--- src/include/gpio_port_pkg.sv ---
// Package with register map, reset values and field positions of the GPIO port
package gpio_port_pkg;
  localparam int unsigned PORT_WIDTH = 8;
  localparam int unsigned ADDR_WIDTH = 4;
  // Register offsets
  localparam logic [3:0] OFF_DATA      = 4'h0;
  localparam logic [3:0] OFF_DIR       = 4'h1;
  localparam logic [3:0] OFF_IRQ_SC    = 4'h2;
  localparam logic [3:0] OFF_POLARITY  = 4'h3;
  localparam logic [3:0] OFF_PULL_EN   = 4'h4;
  localparam logic [3:0] OFF_IRQ_SEL   = 4'h5;
  localparam logic [3:0] OFF_PWR_SC    = 4'h6;
  localparam logic [3:0] OFF_EVT_STAT  = 4'h7;
  localparam logic [3:0] OFF_EVT_CLR   = 4'h8;
  localparam logic [3:0] OFF_EVT_EN    = 4'h9;
  // Fields of the pin interrupt status/control register
  localparam int unsigned SC_MODE_BIT  = 0;
  localparam int unsigned SC_IE_BIT    = 1;
  localparam int unsigned SC_ACK_BIT   = 2;
  localparam int unsigned SC_FLAG_BIT  = 3;
  // Fields of the power mode status/control register
  localparam int unsigned PWR_ACK_BIT  = 0;
  localparam int unsigned PWR_FLAG_BIT = 1;
  localparam int unsigned PWR_STOP_BIT = 2;
  // Fields of the event status, clear and enable registers
  localparam int unsigned EVT_PIN_BIT  = 0;
  localparam int unsigned EVT_PPD_BIT  = 1;
  localparam int unsigned EVT_WIDTH    = 2;
  // Reset values
  localparam logic [7:0] RESET_BYTE    = 8'h00;
  localparam logic [1:0] RESET_EVT     = 2'h0;
  localparam logic [7:0] READ_ZERO     = 8'h00;
  // Synchroniser depth
  localparam int unsigned SYNC_STAGES  = 2;
endpackage

--- src/include/pin_irq_if.sv ---
// Interface joining the port top to its pin interrupt detector
`timescale 1ns/1ps
interface pin_irq_if #(parameter int unsigned W = 8);
  logic [W-1:0] pins_sync;
  logic [W-1:0] irq_sel;
  logic [W-1:0] polarity;
  logic         level_mode;
  logic         ack_write;
  logic         flag;
  logic         set_pulse;
  modport port (output pins_sync, output irq_sel, output polarity, output level_mode,
                output ack_write, input flag, input set_pulse);
  modport det  (input pins_sync, input irq_sel, input polarity, input level_mode,
                input ack_write, output flag, output set_pulse);
endinterface

--- src/logic/gpio_port.sv ---
// Eight-bit GPIO port with pin interrupt, pulls, stop retention and register port
//
// Summary of operation
// - Enabled pin edge or level sets flag
// - Flag and enable raise interrupt request
// - Ack clears flag if enabled pins deasserted
// - Ack ignored while enabled pin asserted
// - Pull enable turns on pin resistor of input bits only
// - Polarity 0 pull-up, 1 pull-down
// - Spurious flag on enabling is clearable
// - Partial power-down stop holds pad drivers
// - Retained-logic stop keeps all I/O state
// - Input bits read the pin level
// - Output bits read the latch
// - Data write latches all bits, outputs drive
// - Reset zeroes latch, pins stay undriven
// - Direction 0 input, 1 output; resets 0
`timescale 1ns/1ps
module gpio_port
  import gpio_port_pkg::*;
#(
  parameter int unsigned W = PORT_WIDTH
) (
  input  wire logic                  CLK_IN,          // Bus clock, 10 MHz
  input  wire logic                  RST_IN,          // Synchronous reset, active high
  input  wire logic [ADDR_WIDTH-1:0] ADDR_IN,         // Register address
  input  wire logic [7:0]            WDATA_IN,        // Write data
  input  wire logic                  WR_IN,           // Write strobe
  input  wire logic                  RD_IN,           // Read strobe
  output logic      [7:0]            RDATA_OUT,       // Read data, cycle after strobe
  input  wire logic [W-1:0]          PIN_IN,          // Pin levels from the pads
  output logic      [W-1:0]          PIN_OUT,         // Level driven on the pads
  output logic      [W-1:0]          PIN_OE_OUT,      // Pad driver enable, high drives
  output logic      [W-1:0]          PULL_UP_OUT,     // Pull-up enable per pad
  output logic      [W-1:0]          PULL_DOWN_OUT,   // Pull-down enable per pad
  output logic                       PIN_IRQ_OUT,     // Port interrupt request
  output logic                       IRQ_OUT,         // Block event interrupt, level
  input  wire logic                  STOP_ENTER_IN,   // Pulse: entering partial stop
  input  wire logic                  STOP_EXIT_IN,    // Pulse: leaving partial stop
  output logic                       STOP_HOLD_OUT    // Pads frozen for partial stop
);
  // Register state
  logic [W-1:0] latch_reg;
  logic [W-1:0] dir_reg;
  logic [W-1:0] polarity_reg;
  logic [W-1:0] pull_en_reg;
  logic [W-1:0] irq_sel_reg;
  logic         irq_en_reg;
  logic         level_mode_reg;
  logic         ppd_flag_reg;
  logic         stop_reg;
  logic         hold_reg;
  logic [EVT_WIDTH-1:0] evt_stat_reg;
  logic [EVT_WIDTH-1:0] evt_en_reg;
  logic [7:0]   rdata_reg;
  logic [W-1:0] pin_out_reg;
  logic [W-1:0] pin_oe_reg;
  logic [W-1:0] pull_up_reg;
  logic [W-1:0] pull_down_reg;
  logic         pin_irq_reg;
  logic         irq_reg;
  logic [W-1:0] sync_a_reg;
  logic [W-1:0] sync_b_reg;

  pin_irq_if #(.W(W)) irq_link ();

  // Decoded strobes
  wire wr_data   = WR_IN && (ADDR_IN == OFF_DATA);
  wire wr_dir    = WR_IN && (ADDR_IN == OFF_DIR);
  wire wr_sc     = WR_IN && (ADDR_IN == OFF_IRQ_SC);
  wire wr_pol    = WR_IN && (ADDR_IN == OFF_POLARITY);
  wire wr_pull   = WR_IN && (ADDR_IN == OFF_PULL_EN);
  wire wr_sel    = WR_IN && (ADDR_IN == OFF_IRQ_SEL);
  wire wr_pwr    = WR_IN && (ADDR_IN == OFF_PWR_SC);
  wire wr_evtclr = WR_IN && (ADDR_IN == OFF_EVT_CLR);
  wire wr_evten  = WR_IN && (ADDR_IN == OFF_EVT_EN);
  wire ppd_ack   = wr_pwr && WDATA_IN[PWR_ACK_BIT];

  // Next stop state; entry wins over exit, and a wake wins over the ack
  wire stop_next = STOP_ENTER_IN ? 1'b1 : (STOP_EXIT_IN ? 1'b0 : stop_reg);
  wire ppd_next  = STOP_EXIT_IN ? 1'b1 : (ppd_ack ? 1'b0 : ppd_flag_reg);
  // Registered copy so the freeze output leaves a flip-flop directly
  wire hold_next = stop_next | ppd_next;

  // Inputs read the synchronised pin, outputs read the latch
  wire [W-1:0] data_view = (dir_reg & latch_reg) | (~dir_reg & sync_b_reg);

  // Pad controls while running; pulls only on undriven bits
  wire [W-1:0] oe_live   = dir_reg;
  wire [W-1:0] pull_live = pull_en_reg & ~dir_reg;
  wire [W-1:0] up_live   = pull_live & ~polarity_reg;
  wire [W-1:0] down_live = pull_live & polarity_reg;

  // Event sources: new port flag, partial stop wake
  wire [EVT_WIDTH-1:0] evt_set = {STOP_EXIT_IN, irq_link.set_pulse};
  wire [EVT_WIDTH-1:0] evt_clr = wr_evtclr ? WDATA_IN[EVT_WIDTH-1:0] : RESET_EVT;

  wire [7:0] sc_view  = {4'h0, irq_link.flag, 1'b0, irq_en_reg, level_mode_reg};
  wire [7:0] pwr_view = {5'h00, stop_reg, ppd_flag_reg, 1'b0};
  wire [7:0] evt_stat_view = {6'h00, evt_stat_reg};
  wire [7:0] evt_en_view   = {6'h00, evt_en_reg};

  // Read mux; unmapped and write-only offsets read zero
  wire [7:0] rd_mux =
    (ADDR_IN == OFF_DATA)     ? data_view     :
    (ADDR_IN == OFF_DIR)      ? dir_reg       :
    (ADDR_IN == OFF_IRQ_SC)   ? sc_view       :
    (ADDR_IN == OFF_POLARITY) ? polarity_reg  :
    (ADDR_IN == OFF_PULL_EN)  ? pull_en_reg   :
    (ADDR_IN == OFF_IRQ_SEL)  ? irq_sel_reg   :
    (ADDR_IN == OFF_PWR_SC)   ? pwr_view      :
    (ADDR_IN == OFF_EVT_STAT) ? evt_stat_view :
    (ADDR_IN == OFF_EVT_EN)   ? evt_en_view   : READ_ZERO;

  // Detector hookup
  assign irq_link.pins_sync  = sync_b_reg;
  assign irq_link.irq_sel    = irq_sel_reg;
  assign irq_link.polarity   = polarity_reg;
  assign irq_link.level_mode = level_mode_reg;
  assign irq_link.ack_write  = wr_sc && WDATA_IN[SC_ACK_BIT];

  pin_irq_detect #(.W(W)) u_detect (
    .clk_in (CLK_IN),
    .rst_in (RST_IN),
    .irq    (irq_link)
  );

  // Two-stage pin synchroniser; only the second stage is read
  always_ff @(posedge CLK_IN) begin
    if (RST_IN) begin
      sync_a_reg <= RESET_BYTE;
      sync_b_reg <= RESET_BYTE;
    end else begin
      sync_a_reg <= PIN_IN;
      sync_b_reg <= sync_a_reg;
    end
  end

  // Data latch takes every bit on a write regardless of direction
  always_ff @(posedge CLK_IN) begin
    if (RST_IN) begin
      latch_reg <= RESET_BYTE;
      dir_reg   <= RESET_BYTE;
    end else begin
      if (wr_data)
        latch_reg <= WDATA_IN;
      if (wr_dir)
        dir_reg   <= WDATA_IN;
    end
  end

  // Interrupt configuration
  always_ff @(posedge CLK_IN) begin
    if (RST_IN) begin
      polarity_reg   <= RESET_BYTE;
      pull_en_reg    <= RESET_BYTE;
      irq_sel_reg    <= RESET_BYTE;
      irq_en_reg     <= 1'b0;
      level_mode_reg <= 1'b0;
    end else begin
      if (wr_pol)
        polarity_reg <= WDATA_IN;
      if (wr_pull)
        pull_en_reg  <= WDATA_IN;
      if (wr_sel)
        irq_sel_reg  <= WDATA_IN;
      if (wr_sc) begin
        irq_en_reg     <= WDATA_IN[SC_IE_BIT];
        level_mode_reg <= WDATA_IN[SC_MODE_BIT];
      end
    end
  end

  // Partial stop state; the flag records a wake from it until acknowledged
  always_ff @(posedge CLK_IN) begin
    if (RST_IN) begin
      stop_reg     <= 1'b0;
      ppd_flag_reg <= 1'b0;
      hold_reg     <= 1'b0;
    end else begin
      stop_reg     <= stop_next;
      ppd_flag_reg <= ppd_next;
      hold_reg     <= hold_next;
    end
  end

  // Sticky event bits; a set in the clear cycle wins
  always_ff @(posedge CLK_IN) begin
    if (RST_IN) begin
      evt_stat_reg <= RESET_EVT;
      evt_en_reg   <= RESET_EVT;
    end else begin
      evt_stat_reg <= (evt_stat_reg & ~evt_clr) | evt_set;
      if (wr_evten)
        evt_en_reg <= WDATA_IN[EVT_WIDTH-1:0];
    end
  end

  // Pad drivers freeze during partial stop and until its flag is acknowledged,
  // so the pins keep their pre-stop levels while software restores state
  always_ff @(posedge CLK_IN) begin
    if (RST_IN) begin
      pin_out_reg   <= RESET_BYTE;
      pin_oe_reg    <= RESET_BYTE;
      pull_up_reg   <= RESET_BYTE;
      pull_down_reg <= RESET_BYTE;
    end else if (!(stop_reg || ppd_flag_reg)) begin
      pin_out_reg   <= latch_reg;
      pin_oe_reg    <= oe_live;
      pull_up_reg   <= up_live;
      pull_down_reg <= down_live;
    end
  end

  // Interrupt outputs and read data
  always_ff @(posedge CLK_IN) begin
    if (RST_IN) begin
      pin_irq_reg <= 1'b0;
      irq_reg     <= 1'b0;
      rdata_reg   <= READ_ZERO;
    end else begin
      pin_irq_reg <= irq_link.flag & irq_en_reg;
      irq_reg     <= |(evt_stat_reg & evt_en_reg);
      rdata_reg   <= RD_IN ? rd_mux : READ_ZERO;
    end
  end

  // Retained-logic stop needs nothing here: all state simply stays powered
  assign RDATA_OUT     = rdata_reg;
  assign PIN_OUT       = pin_out_reg;
  assign PIN_OE_OUT    = pin_oe_reg;
  assign PULL_UP_OUT   = pull_up_reg;
  assign PULL_DOWN_OUT = pull_down_reg;
  assign PIN_IRQ_OUT   = pin_irq_reg;
  assign IRQ_OUT       = irq_reg;
  assign STOP_HOLD_OUT = hold_reg;
endmodule

--- src/logic/pin_irq_detect.sv ---
// Pin interrupt detector: edge or level detection and the port flag
`timescale 1ns/1ps
module pin_irq_detect
  import gpio_port_pkg::*;
#(
  parameter int unsigned W = PORT_WIDTH
) (
  input  wire logic  clk_in,   // Bus clock
  input  wire logic  rst_in,   // Synchronous reset, active high
  pin_irq_if.det     irq       // Link to the port
);
  logic [W-1:0] asserted;
  logic [W-1:0] prev_reg;
  logic [W-1:0] prev_next;
  logic [W-1:0] edge_hit;
  logic         any_asserted;
  logic         event_hit;
  logic         flag_reg;
  logic         flag_next;
  logic         pulse_reg;

  // Polarity bit 1 makes high/rising the asserted sense, 0 makes low/falling
  assign asserted     = ~(irq.pins_sync ^ irq.polarity) & irq.irq_sel;
  assign prev_next    = asserted;
  assign edge_hit     = asserted & ~prev_reg;
  assign any_asserted = |asserted;
  // Level mode keeps firing while asserted; edge mode only on a fresh assert
  assign event_hit    = irq.level_mode ? any_asserted : |edge_hit;
  // Set wins over acknowledge; ack blocked while any enabled pin asserted
  assign flag_next    = event_hit ? 1'b1 :
                        (irq.ack_write && !any_asserted) ? 1'b0 :
                        flag_reg;
  assign irq.flag      = flag_reg;
  assign irq.set_pulse = pulse_reg;

  // Enabling a pin whose level is already asserted counts as an edge; the ack clears it once the pin deasserts
  always_ff @(posedge clk_in) begin
    if (rst_in) begin
      prev_reg  <= '0;
      flag_reg  <= 1'b0;
      pulse_reg <= 1'b0;
    end else begin
      prev_reg  <= prev_next;
      flag_reg  <= flag_next;
      pulse_reg <= event_hit & ~flag_reg;
    end
  end
endmodule

--- config.mk ---
export PLATFORM = sky130hd
export DESIGN_NAME = gpio_port
export DESIGN_NICKNAME = d
export VERILOG_FILES = /design/src/include/gpio_port_pkg.sv /design/src/include/pin_irq_if.sv /design/src/logic/gpio_port.sv /design/src/logic/pin_irq_detect.sv
export SDC_FILE = /design/constraint.sdc
export NUM_CORES = 1
export LEC_CHECK = 0
export BUFFER_PORTS_ARGS = -buffer_cell sky130_fd_sc_hd__buf_2
export CAP_MARGIN = 0
export CORE_UTILIZATION = 49
export CTS_CLUSTER_DIAMETER = 120
export CTS_CLUSTER_SIZE = 8
export DETAILED_ROUTE_END_ITERATION = 16
export PLACE_DENSITY = 0.7
export SKIP_LAST_GASP = 1
export SYNTH_ARGS = -nofsm -noshare
export SYNTH_HDL_FRONTEND = slang
export SYNTH_HIERARCHICAL = 1
export SYNTH_SLANG_ARGS = --single-unit
--- constraint.sdc ---
create_clock -name CLK_IN -period 4.1 [get_ports CLK_IN]
set_clock_uncertainty 0.1 [all_clocks]
set_input_delay 0.41 -clock CLK_IN [delete_from_list [all_inputs] [get_ports CLK_IN]]
set_output_delay 0.41 -clock CLK_IN [all_outputs]
set_load 0.02 [all_outputs]
# Yosys cells after proc, flatten, opt, wreduce, memory -nomap -nowiden
# Index checks and enable logic that the tools add are counted.
# word_totals
regBits	117
latchBits	0
ramBits	0
romBits	0
inputBits	26
out_inout_bits	43
elab_cells	92
memories	0
# op_classes
n_addsub	0
n_mul	0
div_mod_pow	0
n_lt_le_gt_ge	0
n_eq_ne	9
n_shift	0
muxes	17
bitwise_logic	22
reduce_logical	20
# op_table
operator	n
bitwise AND 8 bit	7
2-to-1 mux 8 bit	6
inverter 8 bit	4
== test 4 x 3 -> 1 bit (second input constant)	4
OR reduction 8 bit	2
logical AND 1 bit	12
== test 4 x 2 -> 1 bit (second input constant)	2
== test 4 bit (second input constant)	2
OR 8 bit	1
XOR 8 bit	1
2-to-1 mux 1 bit	7
2-to-1 mux 2 bit	3
bitwise AND 2 bit	2
== test 4 x 1 -> 1 bit (second input constant)	1
zero test 4 bit	1
OR reduction 2 bit	2
2-to-1 mux 3 bit	1
bitwise AND 1 bit	2
inverter 1 bit	2
inverter 2 bit	1
OR 2 bit	1
nonzero test 2 bit	1
zero test 1 bit	1
logical OR 1 bit	1
OR 1 bit	1

# Depth between registers and ports, before layout
# Gate-level depths: netlist of run 1.
# depth
word_depth	10
mapped_depth	7
depth_no_buf	6

# By module
# Netlist of run 1, hierarchy kept.
# by_module_without_submodules
module	n_inst	cells_each	area_per_inst_um2	seq_area_each_um2
gpio_port	1	478	4290.4	2142.1
pin_irq_detect	1	55	466.7	200.2

# Least setup slack after synthesis of run 1
# Ideal clock, no wire load.
# synth_timing
path_kind	input to register
start	in ADDR_IN[1]
end	reg dir_reg[0]
setup_ns	0.132
arrival_time_ns	1.443
required_ns	3.868
setup_slack_ns	2.425
path_stages	7
n_path_buf	2
cell_sequence	buf_2 > nand2b_1 > nor3_4 > buf_4 > nand2_2 > nand2_1 > a21oi_1
# synth_via
elab_chain_len	2
# synth_rtl
item	line_no	rtl
start: declaration	gpio_port.sv:26	input wire logic [ADDR_WIDTH-1:0] ADDR_IN,
== test 4 x 1 -> 1 bit	gpio_port.sv:69	wire wr_dir = WR_IN && (ADDR_IN == OFF_DIR);
logical AND 1 bit	gpio_port.sv:69	
end signal: assignment	gpio_port.sv:143	dir_reg <= RESET_BYTE;
end signal: assignment	gpio_port.sv:148	dir_reg <= WDATA_IN;
end: declaration	gpio_port.sv:44	logic [W-1:0] dir_reg;
# No other way between the ends.
# A chain may end at the register's enable or synchronous reset.

# Final worst setup path of run 1
# layout_timing
start	in ADDR_IN[0]
end	reg dir_reg[0]
# Same word-level chain as after synthesis.

==> results of run 1 <==
[metrics by stage]
step                setup WS, ns  std cells
global route                2.15        735
CTS                         2.33        735
floorplan                   2.42        533
detailed placement          1.80        699
finish                      2.26        735
global placement            1.91        699
[worst reg2reg max path: stages (launching register included)]
cell and delay, ns:
dfxtp_1 0.43, xnor2_1 0.18, a32oi_1 0.30, o2111ai_1 0.18, o32ai_2 0.27, nor3_1 0.09
[worst min-delay path by stage]
stage | startpoint | endpoint | depth (start not counted)
floorplan | u_detect/irq.set_pulse | evt_stat_reg[0] | 2
global placement | sync_a_reg[5] | irq_link.pins_sync[5] | 1
detailed placement | sync_a_reg[0] | irq_link.pins_sync[0] | 1
CTS | PIN_IN[1] | sync_a_reg[1] | 2
global route | PIN_IN[1] | sync_a_reg[1] | 2
finish | PIN_IN[0] | sync_a_reg[0] | 2
[what timing repair did]
action / 4_1_cts / 5_1_grt
endpoints found under the setup margin: 0 / 0
hold endpoints to repair: 5 / 0
buffers inserted: 0 / 0
hold buffers: 5 / 0
[synthesized netlist by cell type (2+ instances only)]
cell / number
a211oi_1: 2
a211oi_2: 4
a21o_1: 2
a21oi_1: 73
a22oi_1: 6
a31oi_1: 3
buf_2: 3
buf_4: 2
buf_6: 5
clkbuf_1: 23
dfxtp_1: 117
inv_1: 7
mux2_2: 2
mux2i_1: 39
nand2_1: 77
nand2b_1: 7
nand3_1: 16
nand3b_1: 2
nand4b_1: 9
nor2_1: 59
nor2_2: 2
nor2b_1: 19
nor3_1: 5
nor4b_1: 8
o21a_1: 5
o21ai_0: 7
o22ai_1: 2
xnor2_1: 8
[cells by family (layout without fill, tap and decap cells)]
logic type      Yosys count  in the layout  synth area share
simple gates            214            214             0.223
flops                   117            117             0.492
compound gates          112            112             0.141
mux                      41             41            0.0868
buf+inv                  41            114            0.0426
xor+xnor                  8              8            0.0147
[power by group through the flow]
stage / Clock [mW] / Combinational [mW] / Sequential [mW]
floorplan: 0 / 0.105 / 1.20
global placement: 0 / 0.145 / 1.20
detailed placement: 0 / 0.148 / 1.20
CTS: 1.52 / 0.153 / 1.18
global route: 1.57 / 0.168 / 1.18
finish: 1.50 / 0.155 / 1.18
[layer usage]
metal / up-vias / track usage / share of wire
li1: 1961 / - / -
met2: 132 / 0.427 / 0.49
met3: 23 / 0.0610 / 0.052
met1: 1932 / 0.311 / 0.44
met5: - / 0 / 0
met4: 0 / 0.106 / 0.023
[placed cells by master, fill, tap and decap left out, drive strengths merged, types with 2 or more instances in the layout]
cell type    instances
nor3                 6
a21o                 2
nand3b               2
o21a                 5
dfxtp              117
bufinv               3
mux2i               39
a211oi               6
o32ai                2
a21oi               73
nor2                62
mux2                 2
nand4                2
o22ai                2
nor2b               19
clkinvlp             3
o21ai                7
a22oi                6
nand2               78
nand4b               9
nand2b               8
buf                 71
nand3               16
a31oi                3
xnor2                8
clkinv               3
nor4b                8
dlygate4sd3          5
clkbuf              20
inv                  9
[final cells by class]
class / instances / area [um2] / area share
timing repair buffer: 76 / 415 / 0.0721
sequential: 117 / 2340 / 0.407
multi-input combinational: 375 / 2210 / 0.384
tap: 129 / 161 / 0.0280
inverter: 7 / 26.3 / 0.00456
clock buffer: 20 / 455 / 0.0790
clock inverter: 11 / 149 / 0.0258
==> flow_summary_export.csv, run 1 <==
group,metric,value,unit
outcome,status,"finished, final reports clean",
floorplanning,pin_count,69,
timing,post-route-period-util,0.449,
clock_tree,cts_max_level,4,
detailed_routing,wire_per_inst,16.6,um
cells_and_area,areaGrowthSynthToFinish,21.1,%
cells_and_area,finish.utilization,0.618,
setup_path,startpoint,"ADDR_IN[0]",
timing,min_period,1.84,ns
detailed_routing,drt_wl_total,12200,um
floorplanning,core,9330,um2
clock_tree,clkLatencyLatePin,0.51,ns
pwr,power.density,491,nW/um2
flow_run,cap_violations,0,
clock_tree,cts_resized,0,
cells_and_area,drive_above_1_share,0.196,
synthesis,synthCells,533,
timing,hold_violations,0,
floorplanning,fp-row-count,35,
clock_tree,cts_tree,"done",
setup_path,path_class,"input pin to register",
setup_path,arrival,2.09,ns
timing,rsz0062_at_grt,"no",
setup_path,crit_path_end_kind,"register",
pwr,combPwrFrac,0.055,
placed_design,placed_area,5110,um2
synthesis,synth_top_area_share,0.492,
timing,slew_headroom,0.426,
setup_path,critPathMaxFanout,22,
timing,worst_slew_pin_slew,0.861,ns
min_path,worstHoldPathType,"input pin to register",
clock_tree,root_buffer,"clkbuf_8",
setup_path,path_buf_inv,1,
setup_path,cp_top_family,"simple AND/OR/NAND/NOR gates",
timing,finalSetupTns,0,ns
setup_path,cp.required,4.35,ns
synthesis,syn_area,4760,um2
clock_tree,clockBufferDepth,2,
detailed_routing,drc,0,
clock_tree,path_clk_slew,0.06,ns
detailed_routing,dr.pass1.iters,5,
setup_path,crit_path_start_kind,"input pin",
clock_tree,cts_buffers,17,
global_routing,antenna_found_initial,0,
synthesis,yosysTopAreaCell,"dfxtp_1",
setup_path,endpoint,"dir_reg[0]",
setup_path,cp.depth,6,
cells_and_area,fill_cells,826,
setup_path,critPathMaxStageDelay,0.58,ns
timing,hold-worst-slack,0.0102,ns
synthesis,syn_nets,559,
timing,max_freq,543,MHz
placed_design,hpwl,8090,um
setup_path,worstReg2RegEnd,"u_detect/irq.set_pulse",
pwr,p_int,2.18,mW
synthesis,seq_area_frac_synth,0.492,
floorplanning,fp.dieW,101,um
synthesis,synth_edf_count,0,
timing,setup_viol,0,
global_routing,grt_pass1_vias,3962,
setup_path,worstRegToRegCells,5,
setup_path,crit_slowest_cell,"nor3_4",
synthesis,synthFlopType,"dfxtp_1",
pwr,clock_power_share,0.529,
pwr,p_sw,0.645,mW
synthesis,ys_ff_latch,117,
floorplanning,initial_core_util,0.510,
setup_path,r2r_slack,2.39,ns
synthesis,synthArstFlopShare,0,
cells_and_area,diodes,0,
cells_and_area,final_area,5760,um2
timing,drv_slew,0,
pwr,peakVddDrop,0.000359,V
global_routing,grt_start_max_net_pins,82,
placed_design,gp_congestion,0.859,
detailed_routing,route.vias.total,4048,
placed_design,portBuffers,68,
setup_path,path_cells,"buf_2 -> nand2b_1 -> nor3_4 -> nand2_2 -> nand2_1 -> a21oi_1",
detailed_routing,via_per_inst,5.51,
synthesis,synth_area_leaders,"dfxtp_1, mux2i_1, a21oi_1",
pwr,seqPwrFrac,0.416,
synthesis,syn_avg_cell_area,8.93,um2
detailed_routing,ant_nets,0,
synthesis,yosys_warnings,6,
clock_tree,clkSinkCount,117,
cells_and_area,final_nets,620,
floorplanning,die_h,101,um
synthesis,ys_types,47,
detailed_routing,drtIter0Drc,222,
floorplanning,die-area,10100,um2
global_routing,grt_pass1_wl,19500,um
setup_path,r2r-start,"irq_link.polarity[4]",
pwr,p_leak,2.26,nW
pwr,switching_share,0.228,
pwr,finalPower,2.83,mW
global_routing,grt-ovfl-total,0,
global_routing,grt_util_all_layers,0.254,
Power figures use the tool's default switching activity.
==> run 2: changes to the inputs <==
ABC_AREA = 1   (was default)
clock period = 1.9 ns   (was 4.1 ns; I/O delays follow)
==> run 2 against run 1 <==
Clock power grew 120%. Core utilization is 2.7 points higher. Count of clock-buffer cells in the layout down 3. First-iteration DRC count up 47%. Die area up 0.39%. Design area rose by 4.5%. Power rose by 130%. Largest cell class unchanged.
==> flow_summary_export.csv, run 2 <==
group,metric,value,unit
clock_tree,cts_resized,0,
placed_design,gp_congestion,0.876,
clock_tree,clkSinkCount,117,
placed_design,hpwl,8220,um
global_routing,grt_pass1_vias,3885,
cells_and_area,final_area,6020,um2
timing,setup_viol,0,
pwr,p_leak,2.52,nW
detailed_routing,drtIter0Drc,326,
floorplanning,initial_core_util,0.512,
cells_and_area,diodes,0,
detailed_routing,route.vias.total,4356,
detailed_routing,drt_wl_total,11800,um
synthesis,ys_ff_latch,117,
detailed_routing,wl_met3,599,um
cells_and_area,fill_cells,806,
cells_and_area,regArea,2340,um2
clock_tree,path_clk_slew,0.06,ns
placed_design,portBuffers,68,
floorplanning,pin_count,69,
timing,drv_slew,0,
detailed_routing,dr_wl_met2,5340,um
global_routing,grt_start_max_net_pins,64,
floorplanning,die-area,10100,um2
flow_run,cap_violations,0,
cells_and_area,final_nets,733,
timing,worst_slack,0.308,ns
cells_and_area,multi_input_area,1940,um2
synthesis,synthCells,618,
floorplanning,fp.dieW,101,um
detailed_routing,dr.pass1.iters,5,
clock_tree,cts_tree,"done",
timing,worst_slew_pin_slew,0.488,ns
global_routing,grt-ovfl-total,0,
global_routing,grt_util_all_layers,0.247,
synthesis,syn_area,4780,um2
clock_tree,clkLatencyLatePin,0.51,ns
timing,max_freq,628,MHz
floorplanning,die_h,101,um
outcome,status,"finished, final reports clean",
synthesis,syn_avg_cell_area,7.73,um2
global_routing,antenna_found_initial,0,
synthesis,synthArstFlopShare,0,
cells_and_area,drive_above_1_share,0.207,
synthesis,ys_types,29,
detailed_routing,via_per_inst,5.13,
setup_path,crit_path_end_kind,"register",
synthesis,yosysTopAreaCell,"dfxtp_1",
synthesis,synthFlopType,"dfxtp_1",
floorplanning,fp-row-count,35,
cells_and_area,stdcell_count,849,
clock_tree,cts_max_level,4,
pwr,finalPower,6.39,mW
clock_tree,clockBufferDepth,2,
synthesis,syn_nets,644,
global_routing,grt_pass1_wl,19000,um
pwr,power.density,1060,nW/um2
setup_path,critPathMaxFanout,9,
detailed_routing,ant_nets,0,
timing,hold-worst-slack,0.0766,ns
timing,min_period,1.59,ns
setup_path,crit_path_start_kind,"input pin",
synthesis,synth_edf_count,0,
detailed_routing,maxUsedRoutingLayer,"met4",
synthesis,yosys_warnings,6,
min_path,worstHoldPathType,"input pin to register",
placed_design,place_ws,0.406,ns
timing,hold_violations,0,
synthesis,seq_area_frac_synth,0.490,
timing,rsz0062_at_grt,"no",
cells_and_area,finish.utilization,0.645,
cells_and_area,final_cell_mix,"dfxtp_1, a21oi_1, inv_1",
synthesis,synth_area_leaders,"dfxtp_1, a21oi_1, o21ai_0",
synthesis,synthTopCellsByCount,"dfxtp_1, a21oi_1, inv_1, nand2_1, o21ai_0",
detailed_routing,drc,0,
cells_and_area,final_common_cell,"dfxtp_1",
setup_path,path_class,"input pin to register",
placed_design,placed_area,5180,um2
setup_path,arrival,1.90,ns
detailed_routing,wl_met1,5680,um
floorplanning,core,9330,um2
pwr,peakVddDrop,0.000578,V
cells_and_area,areaGrowthSynthToFinish,26.0,%
placed_design,placed_cells,794,
clock_tree,root_buffer,"clkbuf_8",
timing,slew_headroom,0.675,
synthesis,yosysMostFrequentCell,"dfxtp_1",
synthesis,synth_top_area_share,0.490,
clock_tree,cts_buffers,17,
timing,post-route-period-util,0.838,
detailed_routing,wire_per_inst,13.9,um
timing,finalSetupTns,0,ns
setup_path,cp.required,2.20,ns
run 2: cell count changes in the layout (fill, tap and decap cells not counted), sizes merged, moves of 7 or more:
cell         change
a21oi           +16
nand2b           -8
inv             +87
nor2b           -19
nand4b           -9
o21ai           +75
nand3           +26
nand2            +7
mux2i           -39
dlygate4sd3     +18
nor4b            -8
xnor2            -8
run 2: cell families (layout without fill, tap and decap cells):
group,count (synthesis),count (layout),share of synthesized area
buffers and inverters,118,220,0.104
AO/OA/AOI/OAI,181,181,0.195
flip-flops,117,117,0.490
AND/OR/NAND/NOR,202,202,0.210
run 2: final cells by class:
type / instances / area share
clock inverters: 15 / 0.0320
flip-flops and latches: 117 / 0.389
inverters: 92 / 0.0593
clock buffers: 17 / 0.0688
well taps: 129 / 0.0268
multi-input cells: 383 / 0.323
repair buffers: 96 / 0.101
run 2: path summary, 6_finish.rpt:
path / from / to / slack (ns) / cells past startpoint
worst min-delay path: WR_IN / irq_link.irq_sel[2] / 0.08 / 3
worst max register to register: irq_link.polarity[4] / u_detect/irq.flag / 0.46 / 7
worst max-delay path: WDATA_IN[0] / STOP_HOLD_OUT / 0.31 / 6
worst min register to register: sync_a_reg[0] / irq_link.pins_sync[0] / 0.30 / 2
run 2: routing by layer:
metal / global-route usage / up-vias
li1: - / 2212
met1: 0.341 / 1980
met2: 0.378 / 150
met3: 0.0465 / 14
met4: 0.101 / 0
met5: 0 / -
run 2: report_power, final:
| group | leakage (nW) | switching [mW] | total (mW) | internal, mW |
|---|---|---|---|---|
| clock network | 0.290 | 1.21 | 3.23 | 2.03 |
| registers | 0.955 | 0.0661 | 2.62 | 2.56 |
| logic | 1.27 | 0.344 | 0.532 | 0.188 |
run 2: worst max-delay path, stage by stage:
cell	delay (ns)
dlygate4sd3_1	0.53
buf_2	0.23
nand2_1	0.07
o21ai_0	0.22
a31oi_1	0.10
dlygate4sd3_1	0.56
run 2: repair_timing:
action | 4_1_cts | 5_1_grt
hold buffers | 23 | 0
endpoints found under the hold margin | 60 | 0
buffers inserted | 0 | 0
